--- config.mk ---
export PLATFORM = sky130hd
export DESIGN_NAME = pte_top
export DESIGN_NICKNAME = d
export VERILOG_FILES = /design/src/rtl/pte_pkg.sv /design/src/rtl/pte_top.sv
export VERILOG_INCLUDE_DIRS = /design/src /design/src/rtl
export SDC_FILE = /design/constraint.sdc
export NUM_CORES = 1
export LEC_CHECK = 0
export BUFFER_PORTS_ARGS = -buffer_cell sky130_fd_sc_hd__buf_2
export CORE_UTILIZATION = 62
export CTS_BUF_LIST = sky130_fd_sc_hd__clkbuf_4 sky130_fd_sc_hd__clkbuf_8
export DETAILED_ROUTE_END_ITERATION = 6
export PLACE_DENSITY = 0.85
export SYNTH_ARGS = -nofsm -noshare
export SYNTH_HDL_FRONTEND = slang
export SYNTH_HIERARCHICAL = 1
export SYNTH_SLANG_ARGS = --single-unit
--- constraint.sdc ---
create_clock -name pclk -period 4.98 [get_ports pclk]
set_clock_uncertainty 0.05 [all_clocks]
set_input_delay 0 -clock pclk [delete_from_list [all_inputs] [get_ports pclk]]
set_output_delay 0 -clock pclk [all_outputs]
set_load 0.01 [all_outputs]
--- src/rtl/pte_regs.svh ---
// Register indexes, field positions and reset values of the trip and event trigger block
`ifndef PTE_REGS_SVH
`define PTE_REGS_SVH

// Register indexes; byte address is four times the index
`define PTE_IDX_TRIP_SRC 6'h12
`define PTE_IDX_TRIP_ACT 6'h14
`define PTE_IDX_TRIP_IEN 6'h15
`define PTE_IDX_TRIP_FLG 6'h16
`define PTE_IDX_TRIP_CLR 6'h17
`define PTE_IDX_TRIP_FRC 6'h18
`define PTE_IDX_EVT_SEL 6'h19
`define PTE_IDX_EVT_PS 6'h1A
`define PTE_IDX_EVT_FLG 6'h1B
`define PTE_IDX_EVT_CLR 6'h1C
`define PTE_IDX_EVT_FRC 6'h1D

// Trip source select fields
`define PTE_SRC_CBC_LSB 0
`define PTE_SRC_OST_LSB 8

// Trip action fields
`define PTE_ACT_A_LSB 0
`define PTE_ACT_B_LSB 2

// Trip flag, clear, force and enable bits
`define PTE_TRIP_INT_BIT 0
`define PTE_TRIP_CBC_BIT 1
`define PTE_TRIP_OST_BIT 2

// Event select fields
`define PTE_SEL_IRQ_LSB 0
`define PTE_SEL_IRQ_EN_BIT 3
`define PTE_SEL_CONV_START_A_LSB 8
`define PTE_SEL_CONV_START_A_EN_BIT 11
`define PTE_SEL_CONV_START_B_LSB 12
`define PTE_SEL_CONV_START_B_EN_BIT 15

// Event prescale fields
`define PTE_PS_IRQ_PRD_LSB 0
`define PTE_PS_IRQ_CNT_LSB 2
`define PTE_PS_CONV_START_A_PRD_LSB 8
`define PTE_PS_CONV_START_A_CNT_LSB 10
`define PTE_PS_CONV_START_B_PRD_LSB 12
`define PTE_PS_CONV_START_B_CNT_LSB 14

// Event flag, clear and force bits
`define PTE_EVT_IRQ_BIT 0
`define PTE_EVT_CONV_START_A_BIT 2
`define PTE_EVT_CONV_START_B_BIT 3

// Reset values
`define PTE_RST_WORD16 16'h0000
`define PTE_RST_ACT 4'hF
`define PTE_RST_CNT 2'h0

`endif

--- src/rtl/pte_pkg.sv ---
// Types shared by the trip and event trigger block
package pte_pkg;

  // Time-base and compare events, all one-cycle pulses except the direction level
  typedef struct packed {
    logic zero;
    logic period;
    logic compare_a_value;
    logic compare_b_value;
    logic count_up;
  } pte_tb_evt_type;

  // Action applied to an output while tripped
  typedef enum logic [1:0] {
    PTE_ACT_HIZ = 2'h0,
    PTE_ACT_HIGH = 2'h1,
    PTE_ACT_LOW = 2'h2,
    PTE_ACT_NONE = 2'h3
  } pte_act_type;

  // Event source codes for the interrupt and conversion-start paths
  typedef enum logic [2:0] {
    PTE_SRC_OFF = 3'h0,
    PTE_SRC_ZERO = 3'h1,
    PTE_SRC_PERIOD = 3'h2,
    PTE_SRC_RSVD = 3'h3,
    PTE_SRC_COMPARE_A_VALUE_UP = 3'h4,
    PTE_SRC_COMPARE_A_VALUE_DN = 3'h5,
    PTE_SRC_COMPARE_B_VALUE_UP = 3'h6,
    PTE_SRC_COMPARE_B_VALUE_DN = 3'h7
  } pte_src_type;

  // One driven output pin: level and enable
  typedef struct packed {
    logic level;
    logic oe;
  } pte_pin_type;

endpackage : pte_pkg

--- src/rtl/pte_top.sv ---
// Trip response and event trigger unit with APB register access
// Behaviour
// - One-shot trip applies action, sets flag
// - Trip interrupt only when its enable set
// - One-shot trip holds until software clears
// - Per-output action: hiz, high, low, unchanged
// - One interrupt, two conversion-start outputs
// - Interrupt period: off, every 1/2/3 events
// - Six selectable event sources
// - Readable counter stops at period
// - At period, enabled, flag clear: pulse, reset
// - Disabled or pending: counter halts at period
// - Pending output held until flag cleared
// - Period write zeroes counter, no interrupt
// - Force bit counts like a real event
// - Period zero disables counting and force
// - Conversion start A pulses keep repeating
// - Disabled start suppresses pulses, still counts
// - Each start path has own source select
// - Start B mirrors start A independently
// - Clear bit per flag; force bit per flag except trip interrupt
// - Per-cycle trip releases at counter zero
`timescale 1ns/1ps
`default_nettype none
`include "pte_regs.svh"

// ----------------------------------------------------------------------
// Event prescaler shared by the interrupt and both start paths
// ----------------------------------------------------------------------
module pte_prescaler #(
  parameter bit BLOCKING = 1'b1
) (
  // Clock and reset
  input wire logic pclk,
  input wire logic presetn,
  input wire logic clk_en,
  // Events and control
  input wire logic event_in,
  input wire logic force_in,
  input wire logic period_wr,
  input wire logic [1:0] period,
  input wire logic enable,
  input wire logic flag,
  // Count and fire request
  output logic [1:0] count_q,
  output logic fire
);
  logic [1:0] count_d; // Next count
  wire active = period != 2'h0; // Zero period switches the counter off
  wire at_period = active && (count_q == period); // Counter has reached the period
  wire tick = active && (event_in || force_in); // Force counts as an event
  // Blocking paths wait for the flag; start paths fire regardless
  assign fire = at_period && enable && !(BLOCKING && flag) && !period_wr;

  // Next count: period write wins, then fire, then a counted event
  always_comb begin
    count_d = count_q;
    if (period_wr) begin
      count_d = `PTE_RST_CNT;
    end else if (fire) begin
      count_d = `PTE_RST_CNT;
    end else if (tick && !at_period) begin
      count_d = count_q + 2'h1; // Halts at period otherwise
    end
  end

  // Counter register
  always_ff @(posedge pclk or negedge presetn) begin
    if (!presetn) begin
      count_q <= `PTE_RST_CNT;
    end else if (clk_en) begin
      count_q <= count_d;
    end
  end
endmodule : pte_prescaler

// ----------------------------------------------------------------------
// Top level
// ----------------------------------------------------------------------
module pte_top
  import pte_pkg::*;
#(
  parameter int FAULT_INPUTS = 6
) (
  // Clock, reset, enable
  input wire logic pclk,
  input wire logic presetn,
  input wire logic clk_en,
  // APB slave
  input wire logic psel,
  input wire logic penable,
  input wire logic pwrite,
  input wire logic [7:0] paddr,
  input wire logic [31:0] pwdata,
  output logic [31:0] prdata,
  output logic pready,
  output logic pslverr,
  // Time-base and compare events
  input wire pte_tb_evt_type tb_evt,
  // Fault pins, active low
  input wire logic [FAULT_INPUTS-1:0] fault_input_n,
  // Waveforms from the action stage and driven pins
  input wire logic pwm_in_a,
  input wire logic pwm_in_b,
  output pte_pin_type pwm_output_a,
  output pte_pin_type pwm_output_b,
  // Requests toward interrupt hub and converters
  output logic trip_irq_request,
  output logic irq_pulse,
  output logic conv_start_a,
  output logic conv_start_b
);

  // ----------------------------------------------------------------------
  // State
  // ----------------------------------------------------------------------
  logic [FAULT_INPUTS-1:0] fault_meta_q; // First synchroniser stage
  logic [FAULT_INPUTS-1:0] fault_sync_q; // Second stage, active high
  logic [15:0] trip_src_q; // trip_source_select
  logic [3:0] trip_act_q; // trip_action_control
  logic [2:0] trip_ien_q; // trip_irq_enable
  logic [2:0] trip_flg_q; // trip_flags
  logic ost_q; // One-shot trip active
  logic cbc_q; // Per-cycle trip active
  logic [15:0] evt_sel_q; // event_trigger_select
  logic [1:0] irq_prd_q; // irq_event_period
  logic [1:0] conv_start_a_prd_q; // conv_start_a_period
  logic [1:0] conv_start_b_prd_q; // conversion start B period
  logic [3:0] evt_flg_q; // event_trigger_flags
  logic [1:0] irq_cnt; // irq_event_count
  logic [1:0] conv_start_a_cnt; // conv_start_a_count
  logic [1:0] conv_start_b_cnt; // conversion start B count
  logic irq_fire; // Interrupt path request
  logic conv_start_a_fire; // Start A request
  logic conv_start_b_fire; // Start B request

  // ----------------------------------------------------------------------
  // APB decode
  // ----------------------------------------------------------------------
  wire [5:0] idx = paddr[7:2]; // Word index
  wire wr = psel && penable && pwrite && pready; // Write takes effect here
  wire setup = psel && !penable; // Read data prepared in setup
  wire hit_src = idx == `PTE_IDX_TRIP_SRC;
  wire hit_act = idx == `PTE_IDX_TRIP_ACT;
  wire hit_ien = idx == `PTE_IDX_TRIP_IEN;
  wire hit_tflg = idx == `PTE_IDX_TRIP_FLG;
  wire hit_tclr = idx == `PTE_IDX_TRIP_CLR;
  wire hit_tfrc = idx == `PTE_IDX_TRIP_FRC;
  wire hit_sel = idx == `PTE_IDX_EVT_SEL;
  wire hit_ps = idx == `PTE_IDX_EVT_PS;
  wire hit_eflg = idx == `PTE_IDX_EVT_FLG;
  wire hit_eclr = idx == `PTE_IDX_EVT_CLR;
  wire hit_efrc = idx == `PTE_IDX_EVT_FRC;
  wire mapped = hit_src || hit_act || hit_ien || hit_tflg || hit_tclr || hit_tfrc ||
    hit_sel || hit_ps || hit_eflg || hit_eclr || hit_efrc;
  wire wr_ps = wr && hit_ps; // Any prescale write rewrites the periods
  // Write-one clear and force strobes; zeros do nothing
  wire [2:0] tclr = (wr && hit_tclr) ? pwdata[2:0] : 3'h0;
  wire [2:0] tfrc = (wr && hit_tfrc) ? pwdata[2:0] : 3'h0;
  wire [3:0] eclr = (wr && hit_eclr) ? pwdata[3:0] : 4'h0;
  wire [3:0] efrc = (wr && hit_efrc) ? pwdata[3:0] : 4'h0;

  // Read multiplexer; clear and force read as zero
  wire [15:0] ps_rd = {conv_start_b_cnt, conv_start_b_prd_q, conv_start_a_cnt, conv_start_a_prd_q, 4'h0, irq_cnt, irq_prd_q};
  wire [15:0] rd_mux = hit_src ? trip_src_q :
    hit_act ? {12'h000, trip_act_q} :
    hit_ien ? {13'h0000, trip_ien_q} :
    hit_tflg ? {13'h0000, trip_flg_q} :
    hit_sel ? evt_sel_q :
    hit_ps ? ps_rd :
    hit_eflg ? {12'h000, evt_flg_q} : 16'h0000;

  // ----------------------------------------------------------------------
  // Trip logic
  // ----------------------------------------------------------------------
  // Fault pins are active low and only a synchronised level is read
  wire cbc_evt = |(fault_sync_q & trip_src_q[`PTE_SRC_CBC_LSB +: FAULT_INPUTS]) ||
    tfrc[`PTE_TRIP_CBC_BIT];
  wire ost_evt = |(fault_sync_q & trip_src_q[`PTE_SRC_OST_LSB +: FAULT_INPUTS]) ||
    tfrc[`PTE_TRIP_OST_BIT];
  // Interrupt only for enabled causes
  wire trip_int_set = (cbc_evt && trip_ien_q[`PTE_TRIP_CBC_BIT]) ||
    (ost_evt && trip_ien_q[`PTE_TRIP_OST_BIT]);
  wire tripped = ost_q || cbc_q || ost_evt || cbc_evt; // Event acts at once
  wire [2:0] trip_set = {ost_evt, cbc_evt, trip_int_set};
  wire [2:0] trip_flg_d = trip_set | (trip_flg_q & ~tclr); // Set beats clear
  // One-shot stays until cleared by software, never by hardware
  wire ost_d = ost_evt || (ost_q && !tclr[`PTE_TRIP_OST_BIT]);
  // Per-cycle trip releases at counter zero once the cause is gone
  wire cbc_d = cbc_evt || (cbc_q && !tb_evt.zero);

  // Output action selection per pin
  function automatic pte_pin_type act_pin(input logic trip, input logic [1:0] code,
                                          input logic wave);
    pte_pin_type p;
    p.level = wave;
    p.oe = 1'b1;
    if (trip) begin
      case (pte_act_type'(code))
        PTE_ACT_HIZ: begin
          p.oe = 1'b0;
        end
        PTE_ACT_HIGH: begin
          p.level = 1'b1;
        end
        PTE_ACT_LOW: begin
          p.level = 1'b0;
        end
        default: begin
          p.level = wave; // No change
        end
      endcase
    end
    return p;
  endfunction : act_pin

  wire pte_pin_type pin_a_d = act_pin(tripped, trip_act_q[`PTE_ACT_A_LSB +: 2], pwm_in_a);
  wire pte_pin_type pin_b_d = act_pin(tripped, trip_act_q[`PTE_ACT_B_LSB +: 2], pwm_in_b);

  // ----------------------------------------------------------------------
  // Event selection and prescalers
  // ----------------------------------------------------------------------
  // Pick one of six qualified events; direction qualifies compare matches
  function automatic logic pick(input logic [2:0] code, input pte_tb_evt_type e);
    logic r;
    r = 1'b0;
    case (pte_src_type'(code))
      PTE_SRC_ZERO: r = e.zero;
      PTE_SRC_PERIOD: r = e.period;
      PTE_SRC_COMPARE_A_VALUE_UP: r = e.compare_a_value && e.count_up;
      PTE_SRC_COMPARE_A_VALUE_DN: r = e.compare_a_value && !e.count_up;
      PTE_SRC_COMPARE_B_VALUE_UP: r = e.compare_b_value && e.count_up;
      PTE_SRC_COMPARE_B_VALUE_DN: r = e.compare_b_value && !e.count_up;
      default: r = 1'b0;
    endcase
    return r;
  endfunction : pick

  // Interrupt path blocks on its pending flag
  pte_prescaler #(.BLOCKING(1'b1)) u_irq (
    .pclk(pclk),
    .presetn(presetn),
    .clk_en(clk_en),
    .event_in(pick(evt_sel_q[`PTE_SEL_IRQ_LSB +: 3], tb_evt)),
    .force_in(efrc[`PTE_EVT_IRQ_BIT]),
    .period_wr(wr_ps),
    .period(irq_prd_q),
    .enable(evt_sel_q[`PTE_SEL_IRQ_EN_BIT]),
    .flag(evt_flg_q[`PTE_EVT_IRQ_BIT]),
    .count_q(irq_cnt),
    .fire(irq_fire)
  );

  // Start A path keeps pulsing whatever its flag
  pte_prescaler #(.BLOCKING(1'b0)) u_conv_start_a (
    .pclk(pclk),
    .presetn(presetn),
    .clk_en(clk_en),
    .event_in(pick(evt_sel_q[`PTE_SEL_CONV_START_A_LSB +: 3], tb_evt)),
    .force_in(efrc[`PTE_EVT_CONV_START_A_BIT]),
    .period_wr(wr_ps),
    .period(conv_start_a_prd_q),
    .enable(evt_sel_q[`PTE_SEL_CONV_START_A_EN_BIT]),
    .flag(evt_flg_q[`PTE_EVT_CONV_START_A_BIT]),
    .count_q(conv_start_a_cnt),
    .fire(conv_start_a_fire)
  );

  // Start B path is an independent copy of A
  pte_prescaler #(.BLOCKING(1'b0)) u_conv_start_b (
    .pclk(pclk),
    .presetn(presetn),
    .clk_en(clk_en),
    .event_in(pick(evt_sel_q[`PTE_SEL_CONV_START_B_LSB +: 3], tb_evt)),
    .force_in(efrc[`PTE_EVT_CONV_START_B_BIT]),
    .period_wr(wr_ps),
    .period(conv_start_b_prd_q),
    .enable(evt_sel_q[`PTE_SEL_CONV_START_B_EN_BIT]),
    .flag(evt_flg_q[`PTE_EVT_CONV_START_B_BIT]),
    .count_q(conv_start_b_cnt),
    .fire(conv_start_b_fire)
  );

  // Flags latch on each pulse; a set in the clear cycle survives
  wire [3:0] evt_set = {conv_start_b_fire, conv_start_a_fire, 1'b0, irq_fire};
  wire [3:0] evt_flg_d = evt_set | (evt_flg_q & ~eclr);

  // ----------------------------------------------------------------------
  // Fault synchroniser
  // ----------------------------------------------------------------------
  // Pins are asynchronous; the first stage feeds only the second
  always_ff @(posedge pclk or negedge presetn) begin
    if (!presetn) begin
      fault_meta_q <= '0;
      fault_sync_q <= '0;
    end else if (clk_en) begin
      fault_meta_q <= ~fault_input_n;
      fault_sync_q <= fault_meta_q;
    end
  end

  // ----------------------------------------------------------------------
  // Configuration registers
  // ----------------------------------------------------------------------
  // Software-written control
  always_ff @(posedge pclk or negedge presetn) begin
    if (!presetn) begin
      trip_src_q <= `PTE_RST_WORD16;
      trip_act_q <= `PTE_RST_ACT;
      trip_ien_q <= 3'h0;
      evt_sel_q <= `PTE_RST_WORD16;
      irq_prd_q <= `PTE_RST_CNT;
      conv_start_a_prd_q <= `PTE_RST_CNT;
      conv_start_b_prd_q <= `PTE_RST_CNT;
    end else if (clk_en && wr) begin
      if (hit_src) begin
        trip_src_q <= pwdata[15:0];
      end
      if (hit_act) begin
        trip_act_q <= pwdata[3:0];
      end
      if (hit_ien) begin
        trip_ien_q <= {pwdata[2:1], 1'b0};
      end
      if (hit_sel) begin
        evt_sel_q <= pwdata[15:0];
      end
      if (hit_ps) begin
        irq_prd_q <= pwdata[`PTE_PS_IRQ_PRD_LSB +: 2];
        conv_start_a_prd_q <= pwdata[`PTE_PS_CONV_START_A_PRD_LSB +: 2];
        conv_start_b_prd_q <= pwdata[`PTE_PS_CONV_START_B_PRD_LSB +: 2];
      end
    end
  end

  // ----------------------------------------------------------------------
  // Trip and event state, outputs
  // ----------------------------------------------------------------------
  // All outputs are registered, so a trip shows at the pins one edge later
  always_ff @(posedge pclk or negedge presetn) begin
    if (!presetn) begin
      ost_q <= 1'b0;
      cbc_q <= 1'b0;
      trip_flg_q <= 3'h0;
      evt_flg_q <= 4'h0;
      pwm_output_a <= '0;
      pwm_output_b <= '0;
      trip_irq_request <= 1'b0;
      irq_pulse <= 1'b0;
      conv_start_a <= 1'b0;
      conv_start_b <= 1'b0;
    end else if (clk_en) begin
      ost_q <= ost_d;
      cbc_q <= cbc_d;
      trip_flg_q <= trip_flg_d;
      evt_flg_q <= evt_flg_d;
      pwm_output_a <= pin_a_d;
      pwm_output_b <= pin_b_d;
      trip_irq_request <= trip_flg_d[`PTE_TRIP_INT_BIT];
      irq_pulse <= irq_fire; // One cycle each
      conv_start_a <= conv_start_a_fire;
      conv_start_b <= conv_start_b_fire;
    end
  end

  // ----------------------------------------------------------------------
  // APB answer
  // ----------------------------------------------------------------------
  // Zero-wait slave: ready and data prepared during the setup cycle
  always_ff @(posedge pclk or negedge presetn) begin
    if (!presetn) begin
      prdata <= 32'h00000000;
      pready <= 1'b0;
      pslverr <= 1'b0;
    end else if (clk_en) begin
      pready <= setup;
      pslverr <= setup && !mapped;
      prdata <= (setup && !pwrite) ? {16'h0000, rd_mux} : 32'h00000000;
    end
  end

  // ----------------------------------------------------------------------
  // Checks
  // ----------------------------------------------------------------------
  property p_ost_latch;
    @(posedge pclk) disable iff (!presetn)
      (clk_en && ost_evt) |=> (ost_q && trip_flg_q[`PTE_TRIP_OST_BIT]);
  endproperty
  a_ost_latch: assert property (p_ost_latch) else $error("one-shot trip not latched");

  property p_ost_hold;
    @(posedge pclk) disable iff (!presetn)
      (ost_q && !(clk_en && tclr[`PTE_TRIP_OST_BIT])) |=> ost_q;
  endproperty
  a_ost_hold: assert property (p_ost_hold) else $error("one-shot trip released alone");

  property p_trip_irq_gate;
    @(posedge pclk) disable iff (!presetn)
      (!trip_irq_request && !(clk_en && trip_int_set)) |=> !trip_irq_request;
  endproperty
  a_trip_irq_gate: assert property (p_trip_irq_gate) else $error("trip irq not enabled");

  property p_hiz;
    @(posedge pclk) disable iff (!presetn)
      (clk_en && ost_q && trip_act_q[1:0] == 2'h0) |=> !pwm_output_a.oe;
  endproperty
  a_hiz: assert property (p_hiz) else $error("tripped output A still driven");

  property p_irq_one;
    @(posedge pclk) disable iff (!presetn)
      (clk_en && irq_pulse) |=> !irq_pulse;
  endproperty
  a_irq_one: assert property (p_irq_one) else $error("interrupt pulse too long");

  property p_irq_pending;
    @(posedge pclk) disable iff (!presetn)
      (clk_en && evt_flg_q[`PTE_EVT_IRQ_BIT]) |=> !irq_pulse;
  endproperty
  a_irq_pending: assert property (p_irq_pending) else $error("interrupt while pending");

  property p_prd_clear;
    @(posedge pclk) disable iff (!presetn)
      (clk_en && wr_ps) |=> (irq_cnt == 2'h0 && conv_start_a_cnt == 2'h0 && !irq_pulse);
  endproperty
  a_prd_clear: assert property (p_prd_clear) else $error("period write left count");

  property p_cnt_bound;
    @(posedge pclk) disable iff (!presetn)
      (clk_en && !wr_ps) |=> (irq_cnt <= irq_prd_q);
  endproperty
  a_cnt_bound: assert property (p_cnt_bound) else $error("count passed period");

  property p_flag_wins;
    @(posedge pclk) disable iff (!presetn)
      (clk_en && irq_fire) |=> evt_flg_q[`PTE_EVT_IRQ_BIT];
  endproperty
  a_flag_wins: assert property (p_flag_wins) else $error("interrupt flag lost");

  property p_conv_start_a_off;
    @(posedge pclk) disable iff (!presetn)
      (clk_en && !evt_sel_q[`PTE_SEL_CONV_START_A_EN_BIT]) |=> !conv_start_a;
  endproperty
  a_conv_start_a_off: assert property (p_conv_start_a_off) else $error("disabled start A pulsed");

  property p_cbc_release;
    @(posedge pclk) disable iff (!presetn)
      (clk_en && cbc_q && tb_evt.zero && !cbc_evt) |=> !cbc_q;
  endproperty
  a_cbc_release: assert property (p_cbc_release) else $error("per-cycle trip stuck");

endmodule : pte_top
`default_nettype wire

==> results.md, run 1 <==
- Routability congestion estimate from global placement: about 0.91
- Most used routing layer in global routing: met2
- Flip-flop cell with the highest count after synthesis: dfrtp_1
- Hold Violations, Final: 0
- Register area share after synthesis: a little under half
- Proportion of register bits with asynchronous set or reset after synthesis: 100%
- Share of layout cells above drive strength 1: 28.0%
- Number of antenna violations at the first check in global routing: 0
- Power density normalized to cell area: 264 nW/um2
- Cells along the critical path: nand4_1, nor3_1, and2_1, o21ai_0, a21oi_1, a21oi_1, or4_1, nand3_1
- EDFF count, synth: 0
- Maximum clock path buffer count: 2
- Clock latency at the later pin of the worst-skew pair: between 0.3 and 0.4 ns
- Post-CTS Repair Setup Buffers: 0
- RSZ-0062 raised after global routing: false
- Classification of the worst-slack hold path: input pin to asynchronous set/reset pin
- Synth Warn #: 6
- Post-Synthesis Cells: 462
- Most numerous cell on the critical path: a21oi_1
- Number of pins exceeding their max-slew limit in the final report: 0
- Post-CTS Resized: 0
- Ant. Diodes: 0
- Worst EP arrival: between 2 and 2.5 ns
- First-pass GRT wire length: 20900 um
- Slack of the worst reg-to-reg path: between 2 and 3 ns
- Leak: around 2.7 nW
- Non-filler instance count after layout: 655
- Cell with the largest stage delay on the worst path: or4_1
- Number of max-cap violations: 0
- Core footprint: 7810 um2
- CTS tree: built
- Detailed-route wire length: 12900 um
- Proportion of netlist area held by the largest area contributor: about 45%
- Part of the cycle the worst path needs: a little over two fifths
- Vertical die dimension: 92.4 um
- Fin nets: 611
- Setup_tns: 0 ns
- Flops & latches, synth: 96
- Half-perimeter wire length after placement: around 8600 um
- H-tree lvl count: 3
- Number of routed nets with antenna violations: 0
- DIE AREA: 8530 um2
- Crit start category: flop
- Vias: 4166
- Fraction of met2 tracks used by global routing: 52.6%
- Global-route met3 utilization: 5.67%
- CTS sink count: between 90 and 100
- Pin slew with the least headroom to its limit: 0.974 ns
- Average footprint of a synthesized cell: between 10 and 15 um2
- Count of routing violations after the opening detailed-route iteration: 379
- Average via count per standard cell: about 6.4
- R2R depth: 8
- Total Routing Usage GR: 32.2%
- Via count of the first global-routing pass: 4174
- Met1 Resource Use GR: 42.5%
- Detailed-routing iteration count for the pre-antenna-repair pass: 5
- Most frequent standard cell in the layout excluding fill and tap cells: dfrtp_1
- Cell area after synthesis: 5060 um2
- Origin of the critical flop-to-flop path: pready
- Status: finished clean
- Post-route minimum period: between 2 and 2.5 ns
- Number of distinct library cells after synthesis: between 60 and 70
- DRC violations left: 0
- RR Endpoint: u_irq/count_q[1]
- Crit path kind: flop to flop
- Overflow left after global routing: 0
- Worst-path clk slew: 0.11 ns
- P&R area growth vs syn: 15.9%
- Number of buffers added to fix hold violations after cts: 28
- Leading area contributor after synthesis: dfrtp_1
- Placed Cells incl. Taps: 611
- Setup Viol. Count Final: 0
- Layout filler cell count: 545
- I/O Pins: 101
- Clock tree root buffer cell: clkbuf_8
- Wire length per cell: 19.7 um
- Critical path peak fanout: 5
- Largest net degree at the start of global routing: 70
- Placement row count: 32
- Highest-count cells in the layout ignoring fill and taps: 92 x dfrtp_1, 65 x buf_2, 51 x mux2_2
- CP peak stage delay: 0.49 ns
- Cts bufs inserted: 9
- # port buffers: 66
- Remaining max-slew budget at the tightest pin: around a third
- Required time of the critical path: 5.25 ns
- Upper clock frequency limit: 0.461 GHz
- CP startpoint: pready
- Initial Util: 64.9%
- Peak supply drop: slightly above 300 uV
- Worst Setup End Kind: flop
- Synth top area cells: dfrtp_1 45%, mux2_2 11%, a22oi_1 3.4%, nand2_1 2.6%, buf_4 2.5%
- Die W: around 92 um
- Endpoint of the most critical setup path: u_irq/count_q[1]
logic make-up after synthesis:
group	share of synthesized area, %
AOI/OAI and AO/OA	18.2
muxes	12.9
DFF	47.5
other	0.0740
adders and majority gates	0.988
xor gates and xnor gates	0.692
and+or+nand+nor	13.9
buffers and inverters	5.83
state kept, by name, summed over array words and instances (netlist names):
name and flops:
cbc_q 1, evt_flg_q 4, conv_start_a_prd_q 2, trip_act_q 4
prdata 16, fault_meta_q 6, conv_start_b_prd_q 2, ost_q 1
trip_ien_q 2, pwm_output_a 2, conv_start_a 1, irq_prd_q 2
u_conv_start_b/count_q 2, trip_src_q 16, u_irq/count_q 2, trip_flg_q 3
u_conv_start_a/count_q 2, pslverr 1, evt_sel_q 16, conv_start_b 1
irq_pulse 1, fault_sync_q 6, pwm_output_b 2, pready 1
synthesized netlist by cell type (all sizes together), types with 2 or more instances:
| master | count |
|---|---|
| nand3b | 4 |
| a32oi | 2 |
| nor2b | 8 |
| nor4 | 2 |
| o21ai | 22 |
| inv | 15 |
| a31oi | 8 |
| o22ai | 3 |
| dfstp | 4 |
| and2 | 3 |
| nand3 | 8 |
| xor2 | 2 |
| buf | 27 |
| o2bb2ai | 14 |
| nand4b | 3 |
| nand4bb | 2 |
| nor2 | 26 |
| nand2b | 8 |
| nor3 | 4 |
| xnor2 | 2 |
| and4bb | 4 |
| dfrtp | 92 |
| o221ai | 4 |
| or4 | 2 |
| o32ai | 2 |
| a21boi | 2 |
| ha | 4 |
| clkbuf | 10 |
| and3 | 4 |
| a221oi | 2 |
| o211ai | 4 |
| nand4 | 4 |
| a22o | 3 |
| nand2 | 37 |
| a221o | 4 |
| a21o | 6 |
| a21oi | 15 |
| mux2 | 57 |
| a22oi | 23 |
worst min-delay path by stage:
| stage | end | depth (start not counted) |
|---|---|---|
| 2_1_floorplan | cbc_q | 0 |
| 3_3_place_gp | conv_start_b | 1 |
| 3_5_place_dp | trip_ien_q[2] | 1 |
| 4_1_cts | trip_ien_q[2] | 2 |
| 5_1_grt | evt_flg_q[0] | 2 |
| 6_report | trip_ien_q[2] | 2 |
worst max-delay path: cells and delay by family (launching register included):
kind	cells	cell delay (ns)
AND/OR/NAND/NOR	5	1.36
flip-flops	1	0.40
AO/OA/AOI/OAI	3	0.32
metrics by stage:
stage	cell area [um2]	hold slack, ns	utilization (%)	total power [W]	setup slack, ns
after global routing	5870	0.0463	75.2	0.00160	2.54
after global placement	5370	-0.120	68.7	0.000974	2.62
after CTS	5870	0.0236	75.2	0.00155	2.79
after floorplan	5120	-0.346	-	0.000920	3.07
final	5870	0.00832	75.2	0.00155	2.81
after detailed placement	5370	-0.113	68.7	0.000981	2.59
layer usage:
metal  wire [um]  vias to the layer above
met3         912                       19
met4         260                        0
met5           0                        -
li1            -                     1855
met1        5290                     2089
met2        6470                      203
cell type report:
type	instances	area, um2	area share, %
clock buffer	9	124	2.11
clock inverter	7	103	1.75
inverter	15	56.3	0.959
multi-input combinational	329	2420	41.2
sequential	96	2410	41.0
tap	102	128	2.17
timing repair buffer	97	636	10.8
power breakdown:
group,internal [W],switching (W)
clock network,0.000249,0.000315
logic,0.0000639,0.0000943
registers,0.000807,0.0000211
Power figures use the tool's default switching activity.
==> run 2, diff against run 1 <==
--- a/config.mk
+++ b/config.mk
@@ -7,10 +7,10 @@
 export NUM_CORES = 1
 export LEC_CHECK = 0
 export BUFFER_PORTS_ARGS = -buffer_cell sky130_fd_sc_hd__buf_2
-export CORE_UTILIZATION = 62
+export CORE_UTILIZATION = 52
 export CTS_BUF_LIST = sky130_fd_sc_hd__clkbuf_4 sky130_fd_sc_hd__clkbuf_8
 export DETAILED_ROUTE_END_ITERATION = 6
-export PLACE_DENSITY = 0.85
+export PLACE_DENSITY = 0.76
 export SYNTH_ARGS = -nofsm -noshare
 export SYNTH_HDL_FRONTEND = slang
 export SYNTH_HIERARCHICAL = 1
==> constraint.sdc (replaced) <==
create_clock -name pclk -period 1.8 [get_ports pclk]
set_clock_uncertainty 0.05 [all_clocks]
set_input_delay 0 -clock pclk [delete_from_list [all_inputs] [get_ports pclk]]
set_output_delay 0 -clock pclk [all_outputs]
set_load 0.01 [all_outputs]
==> results.md, run 2 (synthesis results as in run 1) <==
- Fin nets: 644
- CTS sink count: 96
- Clock tree root buffer cell: clkbuf_8
- Clock latency at the later pin of the worst-skew pair: 0.37 ns
- Most numerous cell on the critical path: a21oi_2
- Cts bufs inserted: 9
- Peak supply drop: 382 uV
- Area used by multi-input combinational logic: around 2600 um2
- Status: complete, but fails checks
- First-pass GRT wire length: 21000 um
- Post-Place Setup Slack: -0.0708 ns
- WP buf/inv: 0
- Highest-count cells in the layout ignoring fill and taps: 92 x dfrtp_1, 65 x buf_2, 50 x mux2_2
- Worst Min Path Start: psel
- I/O Pins: 101
- Number of max-cap violations: 0
- Hold Violations, Final: 0
- Average via count per standard cell: 5.89
- Ant. Diodes: 0
- Via count of the first global-routing pass: 4269
- Placement row count: 35
- Share of layout cells above drive strength 1: 35.8%
- Total Routing Usage GR: 27.1%
- Sw Ratio: 28.1%
- Cell with the largest stage delay on the worst path: dfrtp_1
- Half-perimeter wire length after placement: ~9100 um
- Maximum clock path buffer count: 2
- Overall power after layout: roughly 0.0042 W
- R2R depth: 8
- Die W: 101 um
- Switch Pwr: approximately 0.0012 W
- Origin of the critical flop-to-flop path: evt_sel_q[0]
- Number of routed nets with antenna violations: 0
- Number of instances on the worst hold path: 4
- Upper clock frequency limit: 0.529 GHz
- DIE AREA: between 10000 and 15000 um2
- Most frequent standard cell in the layout excluding fill and tap cells: dfrtp_1
- Vias: 4210
- Internal power summed over all cells: 0.00301 W
- Worst Setup End Kind: flop
- Number of pins exceeding their max-slew limit in the final report: 0
- Worst-path clk slew: 0.11 ns
- Leak: 2.95 nW
- Detailed-route wire length: 13300 um
- Clock network fraction of total power: 33.8%
- Post-route minimum period: 1.89 ns
- Crit start category: flop
- Area of all placed cells without fillers: between 6000 and 7000 um2
- Endpoint with the worst hold slack: pslverr
- CTS tree: built
- RSZ-0062 raised after global routing: true
- Wire length per cell: 18.6 um
- Initial Util: 54.3%
- Routability congestion estimate from global placement: 0.949
- Placed Cells incl. Taps: 665
- Top Registers: evt_sel_q (16), prdata (16), trip_src_q (16)
- Cells along the critical path: o22ai_1, a221o_1, a21oi_2, o21ai_1, a21oi_1, a21oi_2, or4_1, nand3_1
- Overflow left after global routing: 0
- DP Area: 5640 um2
- Slack of the worst reg-to-reg path: -0.09 ns
- Detailed-routing iteration count for the pre-antenna-repair pass: 4
- # port buffers: 66
- Fin worst setup slack: -0.0889 ns
- Critical path peak fanout: 4
- Setup Viol. Count Final: 4
- Worst EP arrival: between 2 and 2.5 ns
- Classification of the worst-slack hold path: input pin to flop
- Power density normalized to cell area: 663 nW/um2
- CP peak stage delay: a little over 0.4 ns
- Delay-heaviest family, CP: compound AO/OA/AOI/OAI gates
- Setup_tns: -0.149 ns
- Non-filler instance count after layout: 715
- H-tree lvl count: 3
- Number of antenna violations at the first check in global routing: 0
- Core footprint: ~9300 um2
- Count of routing violations after the opening detailed-route iteration: about 270
- Vertical die dimension: 101 um
- P&R area growth vs syn: 24.7%
- Part of the power in registers: 54.7%
- RR Endpoint: u_irq/count_q[1]
- Part of the cycle the worst path needs: 105%
- Combinational fraction of design power: 11.4%
- Layout filler cell count: 724
- Area used by sequential logic in the layout: 2410 um2
- DRC violations left: 0
- Required time of the critical path: 2.06 ns
- Crit path kind: flop to flop
- Largest net degree at the start of global routing: 42
- Violations in the final reports: setup timing
-- run 2: changes by cell type in the layout (fill, tap and decap cells not counted), moves of 3 or more --
cell | previous run | this run
buf_6 | 0 | 3
a21oi_1 | 15 | 11
inv_6 | 0 | 3
nor2_4 | 1 | 6
buf_4 | 4 | 31
nor2_1 | 25 | 20
nor3_1 | 4 | 1
-- run 2: per-stage QoR --
step	hold WS, ns	utilization, %
2_1_floorplan	-0.346	-
3_3_place_gp	-0.0696	60.5
3_5_place_dp	-0.0708	60.5
4_1_cts	0.0137	66.0
5_1_grt	0.0240	67.7
6_report	0.0245	67.7
-- run 2: final cells by class --
cell class / count / share of cell area, %
repair buffers: 129 / 14.4
inverters: 15 / 0.891
clock buffers: 10 / 2.18
flip-flops and latches: 96 / 38.1
multi-input cells: 330 / 40.9
clock inverters: 6 / 0.951
well taps: 129 / 2.56
-- run 2: power groups by stage --
| stage | Sequential (W) | Clock [W] | Combinational (W) |
|---|---|---|---|
| floorplan | 0.00232 | 0 | 0.000223 |
| global placement | 0.00233 | 0 | 0.000410 |
| detailed placement | 0.00233 | 0 | 0.000418 |
| CTS | 0.00229 | 0.00143 | 0.000470 |
| global route | 0.00230 | 0.00154 | 0.000529 |
| finish | 0.00229 | 0.00142 | 0.000478 |
-- run 2: repair_timing --
| item | 4_1_cts | 5_1_grt |
|---|---|---|
| setup buffers | 3 | 2 |
| hold buffers | 28 | 0 |
| pin swaps | 2 | 15 |
| cloned | 0 | 1 |
| setup endpoints to repair | 6 | 48 |
| resized for setup | 5 | 31 |
| endpoints found under the hold margin | 155 | 0 |
-- run 2: layer usage --
metal  vias to the layer above  wire (um)  GRT usage [%]
li1                       1929          -              -
met1                      2123       5950           36.1
met2                       139       6590           45.6
met3                        19        605           4.30
met4                         0        190           8.25
met5                         -          0              0
-- run 2: how the worst max path moves through the flow --
stage / cells past startpoint / to / startpoint
after floorplan: 8 / u_irq/count_q[1] / pready
final: 8 / u_irq/count_q[1] / evt_sel_q[0]
after CTS: 8 / u_irq/count_q[1] / pready
after global placement: 8 / u_irq/count_q[1] / evt_sel_q[0]
after detailed placement: 8 / u_irq/count_q[1] / evt_sel_q[0]
after global routing: 8 / u_irq/count_q[1] / evt_sel_q[0]
-- run 2: worst min-delay path: stages --
cell and delay, ns:
buf_2 0.11, nor2b_1 0.15, nand2_1 0.08, o2bb2ai_1 0.07
